[src/tacr_pkg.sv]
// Package: register map, field layout and constants of the analog config bank
package tacr_pkg;
  localparam logic [3:0] ADDR_GAIN      = 4'h6;
  localparam logic [3:0] ADDR_ALARM     = 4'h7;
  localparam logic [3:0] ADDR_INSEL     = 4'h8;
  localparam logic [3:0] ADDR_REFROUTE  = 4'h9;
  localparam logic [3:0] ADDR_REFFINE   = 4'hA;
  localparam logic [3:0] ADDR_REFCOARSE = 4'hB;
  localparam logic [3:0] ADDR_ZFINE     = 4'hC;
  localparam logic [3:0] ADDR_ZCOARSE   = 4'hD;
  localparam logic [3:0] ADDR_LIN       = 4'hE;
  localparam logic [3:0] ADDR_CHECKSUM  = 4'hF;
  localparam int         FIRST_IDX      = 6;
  localparam int         NUM_REGS       = 10;
  // Instruction byte layout
  localparam int         INSTR_RD_BIT   = 7;
  localparam logic [2:0] INSTR_ZERO     = 3'h0;
  // Field positions
  localparam int         POS_HI_LSB     = 4;
  localparam int         POS_LO_LSB     = 0;
  localparam logic [2:0] SEL_MAX        = 3'h5;
  localparam logic [2:0] GAIN_MAX       = 3'h6;
  localparam logic [7:0] RESET_VAL      = 8'h00;
  localparam logic [7:0] RESERVED_READ  = 8'h00;
  localparam logic [2:0] UNDERSCALE_LOW = 3'h7;
  localparam logic [7:0] CHECKSUM_SEED  = 8'h00;
  typedef enum logic [2:0] {
    ST_IDLE  = 3'b000,
    ST_INSTR = 3'b001,
    ST_WDATA = 3'b010,
    ST_RDATA = 3'b011,
    ST_SKIP  = 3'b100
  } tacr_state_t;
endpackage

[src/tacr_regs.sv]
// Module: analog configuration register bank behind the serial port
`timescale 1ns/10ps
module tacr_regs
  import tacr_pkg::*;
(
  input  wire logic        clk_sys,        // System clock 50 MHz
  input  wire logic        reset_n,        // Async reset, active low
  input  wire logic        frameSel_n,     // Frame select, active low
  input  wire logic        bitStrobe,      // Pulse: serial bit sample point
  input  wire logic        bitIn,          // Serial data in at strobe
  input  wire logic        shiftOut,       // Pulse: advance read data bit
  output logic             bitOut,         // Serial read data
  output logic             bitOutEn,       // High while driving read data
  output logic [2:0]       ampGain,        // Amplifier gain code
  output logic [7:0]       alarmDir,       // Fault to alarm direction map
  output logic [2:0]       posInputSel,    // Positive input pin select
  output logic [2:0]       negInputSel,    // Negative input pin select
  output logic [2:0]       firstRefRoute,  // First reference current route
  output logic [2:0]       secondRefRoute, // Second reference current route
  output logic [7:0]       refFineCode,    // Fine reference DAC code
  output logic [7:0]       refCoarseCode,  // Coarse reference DAC code
  output logic [7:0]       zeroFineCode,   // Fine zero DAC code, signed
  output logic [7:0]       zeroCoarseCode, // Coarse zero DAC code, signed
  output logic [7:0]       linearizeCode,  // Linearization DAC code
  output logic             checksumErrorFlag, // Checksum error flag
  output logic             forceUnderscale,   // Force lowest under-scale
  output logic [2:0]       underscaleSel   // Under-scale level override
);
  import tacr_pkg::*;

  ////////////////////////////////////////////////////////////////////////////
  // Functions

  // Replaceable validity check: byte sum of all stored registers is zero
  function automatic logic sumValid(input logic [7:0] r [NUM_REGS]);
    logic [7:0] acc;
    acc = CHECKSUM_SEED;
    for (int i = 0; i < NUM_REGS; i++) begin
      acc = acc + r[i];
    end
    return acc == 8'h00;
  endfunction

  // True if the address maps to a storage index; mapped only for 6..15
  function automatic logic addrMapped(input logic [3:0] a);
    return a >= 4'(FIRST_IDX);
  endfunction

  ////////////////////////////////////////////////////////////////////////////
  // Serial state

  tacr_state_t stateQ, stateD;
  logic [2:0]  bitCntQ, bitCntD;
  logic [7:0]  shiftQ, shiftD;
  logic [3:0]  addrQ, addrD;
  logic [7:0]  txQ, txD;
  logic        oeQ, oeD;
  logic [7:0]  regQ [NUM_REGS];
  logic [7:0]  regD [NUM_REGS];
  logic        cseQ, cseD;
  logic [7:0]  shiftNext;
  logic        byteDone;
  logic [3:0]  idx;

  assign shiftNext = {shiftQ[6:0], bitIn};
  assign byteDone  = bitStrobe && (bitCntQ == 3'h7);
  assign idx       = 4'(addrQ - 4'(FIRST_IDX));

  // Next state of the serial engine and the register file
  always_comb begin
    stateD  = stateQ;
    bitCntD = bitCntQ;
    shiftD  = shiftQ;
    addrD   = addrQ;
    txD     = txQ;
    oeD     = oeQ;
    cseD    = cseQ;
    for (int i = 0; i < NUM_REGS; i++) begin
      regD[i] = regQ[i];
    end
    if (frameSel_n) begin
      // Frame end always resets the engine and releases the data line
      stateD  = ST_IDLE;
      bitCntD = 3'h0;
      oeD     = 1'b0;
    end else begin
      if (stateQ == ST_IDLE) begin
        stateD = ST_INSTR;
      end
      if (bitStrobe) begin
        bitCntD = 3'(bitCntQ + 3'h1);
        shiftD  = shiftNext;
      end
      if (shiftOut && oeQ) begin
        txD = {txQ[6:0], 1'b0};
      end
      if (byteDone) begin
        case (stateQ)
          ST_IDLE, ST_INSTR: begin
            addrD = shiftNext[3:0];
            if (shiftNext[6:4] != INSTR_ZERO) begin
              // Bad instruction: ignore the rest of the frame, so a long run
              // of data bytes can never wrap round into the bank
              stateD = ST_SKIP;
            end else if (shiftNext[INSTR_RD_BIT]) begin
              stateD = ST_RDATA;
              oeD    = 1'b1;
            end else begin
              stateD = ST_WDATA;
            end
          end
          ST_WDATA: begin
            if (addrMapped(addrQ)) begin
              regD[idx] = shiftNext;
            end
            if (addrQ == ADDR_CHECKSUM) begin
              cseD = !sumValid(regD);
            end
            addrD = 4'(addrQ + 4'h1);
          end
          ST_RDATA: begin
            addrD = 4'(addrQ + 4'h1);
          end
          ST_SKIP: begin
            stateD = ST_SKIP; // Wait for frame select to rise
          end
          default: begin
            stateD = ST_IDLE;
          end
        endcase
      end
      // Load read byte once the address of the next byte is known; read
      // inline so this process never waits on a value it computes itself
      if (byteDone && (stateD == ST_RDATA)) begin
        txD = RESERVED_READ; // Unmapped addresses read as zero
        if (addrMapped(addrD)) begin
          txD = regD[4'(addrD - 4'(FIRST_IDX))];
        end
      end
    end
  end

  // Register the serial engine
  always_ff @(posedge clk_sys or negedge reset_n) begin
    if (!reset_n) begin
      stateQ  <= ST_IDLE;
      bitCntQ <= 3'h0;
      shiftQ  <= 8'h00;
      addrQ   <= 4'h0;
      txQ     <= 8'h00;
      oeQ     <= 1'b0;
      cseQ    <= 1'b0;
    end else begin
      stateQ  <= stateD;
      bitCntQ <= bitCntD;
      shiftQ  <= shiftD;
      addrQ   <= addrD;
      txQ     <= txD;
      oeQ     <= oeD;
      cseQ    <= cseD;
    end
  end

  // Register storage, one flop byte per mapped address (6..15)
  generate
    for (genvar g = 0; g < NUM_REGS; g++) begin : gReg
      always_ff @(posedge clk_sys or negedge reset_n) begin
        if (!reset_n) begin
          regQ[g] <= RESET_VAL;
        end else begin
          regQ[g] <= regD[g];
        end
      end
    end
  endgenerate

  ////////////////////////////////////////////////////////////////////////////
  // Outputs, all registered

  logic [2:0] gainD;
  logic [2:0] posD;
  logic [2:0] negD;
  logic [2:0] rAD;
  logic [2:0] rBD;

  // Reserved codes are held at the last legal value so analog never sees them
  always_comb begin
    gainD = regD[ADDR_GAIN - 4'(FIRST_IDX)][2:0];
    if (gainD > GAIN_MAX) begin
      gainD = ampGain;
    end
    posD = regD[ADDR_INSEL - 4'(FIRST_IDX)][POS_HI_LSB +: 3];
    if (posD > SEL_MAX) begin
      posD = posInputSel;
    end
    negD = regD[ADDR_INSEL - 4'(FIRST_IDX)][POS_LO_LSB +: 3];
    if (negD > SEL_MAX) begin
      negD = negInputSel;
    end
    rAD = regD[ADDR_REFROUTE - 4'(FIRST_IDX)][POS_LO_LSB +: 3];
    if (rAD > SEL_MAX) begin
      rAD = firstRefRoute;
    end
    rBD = regD[ADDR_REFROUTE - 4'(FIRST_IDX)][POS_HI_LSB +: 3];
    if (rBD > SEL_MAX) begin
      rBD = secondRefRoute;
    end
  end

  // Output registers load from the next-state bytes, so they update on the same edge as the stored bytes
  always_ff @(posedge clk_sys or negedge reset_n) begin
    if (!reset_n) begin
      ampGain           <= 3'h0;
      alarmDir          <= 8'h00;
      posInputSel       <= 3'h0;
      negInputSel       <= 3'h0;
      firstRefRoute     <= 3'h0;
      secondRefRoute    <= 3'h0;
      refFineCode       <= 8'h00;
      refCoarseCode     <= 8'h00;
      zeroFineCode      <= 8'h00;
      zeroCoarseCode    <= 8'h00;
      linearizeCode     <= 8'h00;
      checksumErrorFlag <= 1'b0;
      forceUnderscale   <= 1'b0;
      underscaleSel     <= 3'h0;
      bitOut            <= 1'b0;
      bitOutEn          <= 1'b0;
    end else begin
      ampGain           <= gainD;
      alarmDir          <= regD[ADDR_ALARM - 4'(FIRST_IDX)];
      posInputSel       <= posD;
      negInputSel       <= negD;
      firstRefRoute     <= rAD;
      secondRefRoute    <= rBD;
      refFineCode       <= regD[ADDR_REFFINE - 4'(FIRST_IDX)];
      refCoarseCode     <= regD[ADDR_REFCOARSE - 4'(FIRST_IDX)];
      zeroFineCode      <= regD[ADDR_ZFINE - 4'(FIRST_IDX)];
      zeroCoarseCode    <= regD[ADDR_ZCOARSE - 4'(FIRST_IDX)];
      linearizeCode     <= regD[ADDR_LIN - 4'(FIRST_IDX)];
      checksumErrorFlag <= cseD;
      forceUnderscale   <= cseD;
      underscaleSel     <= cseD ? UNDERSCALE_LOW : 3'h0;
      bitOut            <= txD[7];
      bitOutEn          <= oeD;
    end
  end
endmodule

[config.mk]
export PLATFORM = sky130hd
export DESIGN_NAME = tacr_regs
export DESIGN_NICKNAME = d
export VERILOG_FILES = /design/src/tacr_pkg.sv /design/src/tacr_regs.sv
export SDC_FILE = /design/constraint.sdc
export NUM_CORES = 1
export LEC_CHECK = 0
export ABC_CLOCK_PERIOD_IN_PS = 6700
export BUFFER_PORTS_ARGS = -buffer_cell sky130_fd_sc_hd__buf_2
export CORE_MARGIN = 5
export CORE_UTILIZATION = 35
export CTS_CLUSTER_SIZE = 14
export DETAILED_ROUTE_END_ITERATION = 12
export MAX_ROUTING_LAYER = met4
export PLACE_DENSITY = 0.65
export SETUP_SLACK_MARGIN = 0.1
export SLEW_MARGIN = 0
export SYNTH_ARGS = -nofsm -noshare
export SYNTH_HDL_FRONTEND = slang
export SYNTH_SLANG_ARGS = --single-unit
[constraint.sdc]
create_clock -name clk_sys -period 6.7 [get_ports clk_sys]
set_input_delay 0.67 -clock clk_sys [delete_from_list [all_inputs] [get_ports clk_sys]]
set_output_delay 0.67 -clock clk_sys [all_outputs]
set_load 0.005 [all_outputs]
==> key figures <==
Drt
  • Vias per cell: approximately 5.6
  • TritonRoute pass-1 iters: 6
  • Post-route ant nets: 0
  • Drt wl/cell: around 22 microns
  • WL final: between 30 and 40 mm
  • Initial DRC count: around 920
  • Total number of vias: 7759
  • DRC errors left: 0

Power
  • Power Density: 248 mW/mm^2
  • Worst IR Drop VDD: around 0.13 mV
  • Overall power: 2590 uW
  • Leakage: roughly 0.0049 uW

Timing
  • Setup TNS: 0 ns
  • Setup ws final: between 0.3 and 0.4 ns
  • Worst Skew: ~0.010 ns
  • RSZ-0062 raised after global routing: false
  • Final number of hold-violating endpoints: 0
  • Fin crit share: 0.944
  • Max_slew headroom: 0.304
  • Hold Slack: approximately 0.29 ns
  • Setup violations, final: 0
  • Worst-Margin Slew: between 1 and 1.5 ns
  • Fmax: 158 MHz
  • Slew Limit Fails: 0
  • Final min period: 6.32 ns

Placed design
  • Post-Place Cells: about 1400
  • IO Port Bufs: 75
  • Post-detail-place hpwl: between 20 and 25 mm
  • Dpl ws: approximately 0.029 ns
  • Routability cong.: a little under 1

Critical path
  • Crit Path Max Fanout: 6
  • Crit end category: register
  • Crit start category: register
  • Crit Path Category: register to register
  • Critical path required time: slightly above 7 ns
  • Arrival time of the worst setup path: around 6.7 ns

Floorplanning
  • Initial Util: 0.357
  • Die Width: 173 microns
  • Area of the core: between 0.02 and 0.03 sq mm
  • Die Ht: approximately 170 microns
  • I/O Pins: between 70 and 80
  • Site Rows: a little under 60
  • Die area: 0.0300 sq mm

Job
  • Max cap viols: 0

Clock network
  • CTS buffer count: 17
  • TritonCTS Sinks: approximately 120
  • Max Root-Sink Buffers: 2
  • Worst-Skew Late Latency: around 0.43 ns
  • CTS tree: done
  • Worst-path clk slew: around 0.060 ns
  • Htree depth: 4
  • Hold_buf cts: 0
  • Root Driver: clkbuf_16

Synthesis
  • Syn Inst Count: a little over 1000
  • Most instantiated cells after synthesis: nand2_1 (165), dfrtp_1 (122), inv_1 (77)
  • Netlist Area Pre-Place: 0.00932 sq mm
  • Avg Synthesized Cell Area: 9.19 sq um
  • Top FF cell, synth: dfrtp_1
  • Distinct cells, synth: between 70 and 80
  • Seq/Total Area, Yosys: 0.328
  • Syn Nets: 1089
  • Async SR Flop Fraction: 1.00
  • Synth area leaders: dfrtp_1 (33%), fa_1 (11%), mux2_2 (8.1%), nand2_1 (6.6%), buf_4 (4.4%)
  • Most frequent cell after synthesis: nand2_1
  • Synth top area share: 0.328
  • Post-synth EDFFs: 0
  • Largest area contributor in the netlist: dfrtp_1
  • Register bit total from synthesis: 122
  • YS warnings: 0

Global route
  • Grt ovf: 0
  • First-pass GRT wire length: between 40 and 50 mm
  • Largest net degree at the start of global routing: just over 70
  • Total global-route track usage: 0.211
  • Vias in the first global route: 7699
  • Initial antenna violation count: 0

Final layout
  • Layout net count: approximately 1100
  • ANT cells: 0
  • Final Instance Count excl. Fillers: approximately 1400
  • Layout cells sized above 1: 0.244
  • Area grow syn2layout: 12.1%

Worst hold path
  • Min-Delay Path Class: input port to async pin

Outcome
  • Outcome: finished, final reports clean
-- sequential cells by signal, summed over array words and instances (netlist names) --
register	count
shiftQ	7
bitCntQ	3
firstRefRoute	3
posInputSel	3
regQ	32
stateQ	3
bitOutEn	1
negInputSel	3
linearizeCode	8
zeroCoarseCode	8
ampGain	3
zeroFineCode	8
underscaleSel	1
refCoarseCode	8
secondRefRoute	3
refFineCode	8
alarmDir	8
addrQ	4
txQ	8
-- final timing paths --
path / slack, ns / start / endpoint / cells after the start
worst min-delay path: 0.29 / reset_n / ampGain[2] / 1
min in group clk_sys: 0.50 / txQ[3] / txQ[3] / 2
worst min register to register: 0.50 / txQ[3] / txQ[3] / 2
max in group asynchronous: 5.03 / reset_n / bitOutEn / 2
worst max-delay path: 0.38 / addrQ[1] / underscaleSel[1] / 20
worst max register to register: 0.38 / addrQ[1] / underscaleSel[1] / 20
-- critical path, cell delays in order, from the launching register on --
cell	delay [ns]
dfrtp_2	0.45
ha_2	0.22
or3b_1	0.39
a21oi_4	0.26
mux2_2	0.38
fa_1	0.51
inv_1	0.07
fa_1	0.54
fa_1	0.53
fa_1	0.56
inv_1	0.05
fa_1	0.49
fa_2	0.42
a21o_1	0.18
a21oi_2	0.17
o21bai_1	0.08
a21oi_1	0.17
xnor3_1	0.24
xnor3_1	0.20
xnor2_1	0.13
a32oi_1	0.18
-- report_power, final --
| group | total [uW] | internal (uW) | switching (uW) |
|---|---|---|---|
| Combinational | 808 | 315 | 493 |
| Sequential | 809 | 752 | 56.6 |
| Clock | 970 | 596 | 374 |
-- cell type report --
class | count | area (sq um)
Tap cell | 335 | 419
Inverter | 77 | 289
Multi-Input combinational cell | 707 | 5390
Clock buffer | 18 | 439
Timing Repair Buffer | 112 | 681
Fill cell | 2616 | 15700
Sequential cell | 122 | 3050
Clock inverter | 14 | 171
-- layer usage --
metal / share of wire / routed length (microns) / GRT usage
met1: 0.45 / 13700 / 0.294
met2: 0.45 / 14000 / 0.315
met3: 0.077 / 2370 / 0.0393
met4: 0.022 / 665 / 0.0592
met5: 0 / 0 / -
-- cells by family (layout without fill, tap and decap cells) --
| kind of cell | Yosys count | in the layout | share of synthesized area |
|---|---|---|---|
| fa+ha+maj | 69 | 69 | 0.133 |
| mux | 95 | 95 | 0.112 |
| buf+inv | 185 | 221 | 0.101 |
| xor+xnor | 24 | 24 | 0.0255 |
| flops | 122 | 122 | 0.328 |
| compound gates | 234 | 234 | 0.168 |
| simple gates | 285 | 285 | 0.133 |
-- per-stage QoR --
step | utilization | instance area [sq um]
after global placement | 0.374 | 9760
after CTS | 0.397 | 10400
final | 0.400 | 10400
after detailed placement | 0.374 | 9760
after global routing | 0.400 | 10400
after floorplan | - | 9320
-- cells in the final DEF (no fill, tap or decap), types with 5 or more instances in the layout --
| master | count |
|---|---|
| ha_1 | 17 |
| o21ai_0 | 67 |
| nand2b_1 | 6 |
| inv_1 | 77 |
| xnor2_1 | 14 |
| and3_1 | 6 |
| buf_4 | 36 |
| a21boi_0 | 13 |
| buf_2 | 74 |
| nor4_1 | 5 |
| a21oi_1 | 36 |
| o22ai_1 | 17 |
| dfrtp_1 | 121 |
| o21a_1 | 6 |
| a21o_1 | 9 |
| xor2_1 | 8 |
| nor2_1 | 51 |
| o221ai_1 | 17 |
| a21oi_2 | 5 |
| mux2i_1 | 27 |
| nor3_1 | 10 |
| nand3_1 | 9 |
| o221a_2 | 5 |
| mux2_2 | 67 |
| a211oi_1 | 7 |
| o21ai_1 | 10 |
| fa_1 | 48 |
| nand2_1 | 164 |
| clkbuf_16 | 17 |
-- timing repair --
item,in CTS,in global routing
resized for setup,4,17
endpoints found under the setup margin,1,1
cloned,0,0
pin swaps,0,4
buffers inserted,0,1
No activity file was read; power rests on OpenSTA's default activity.
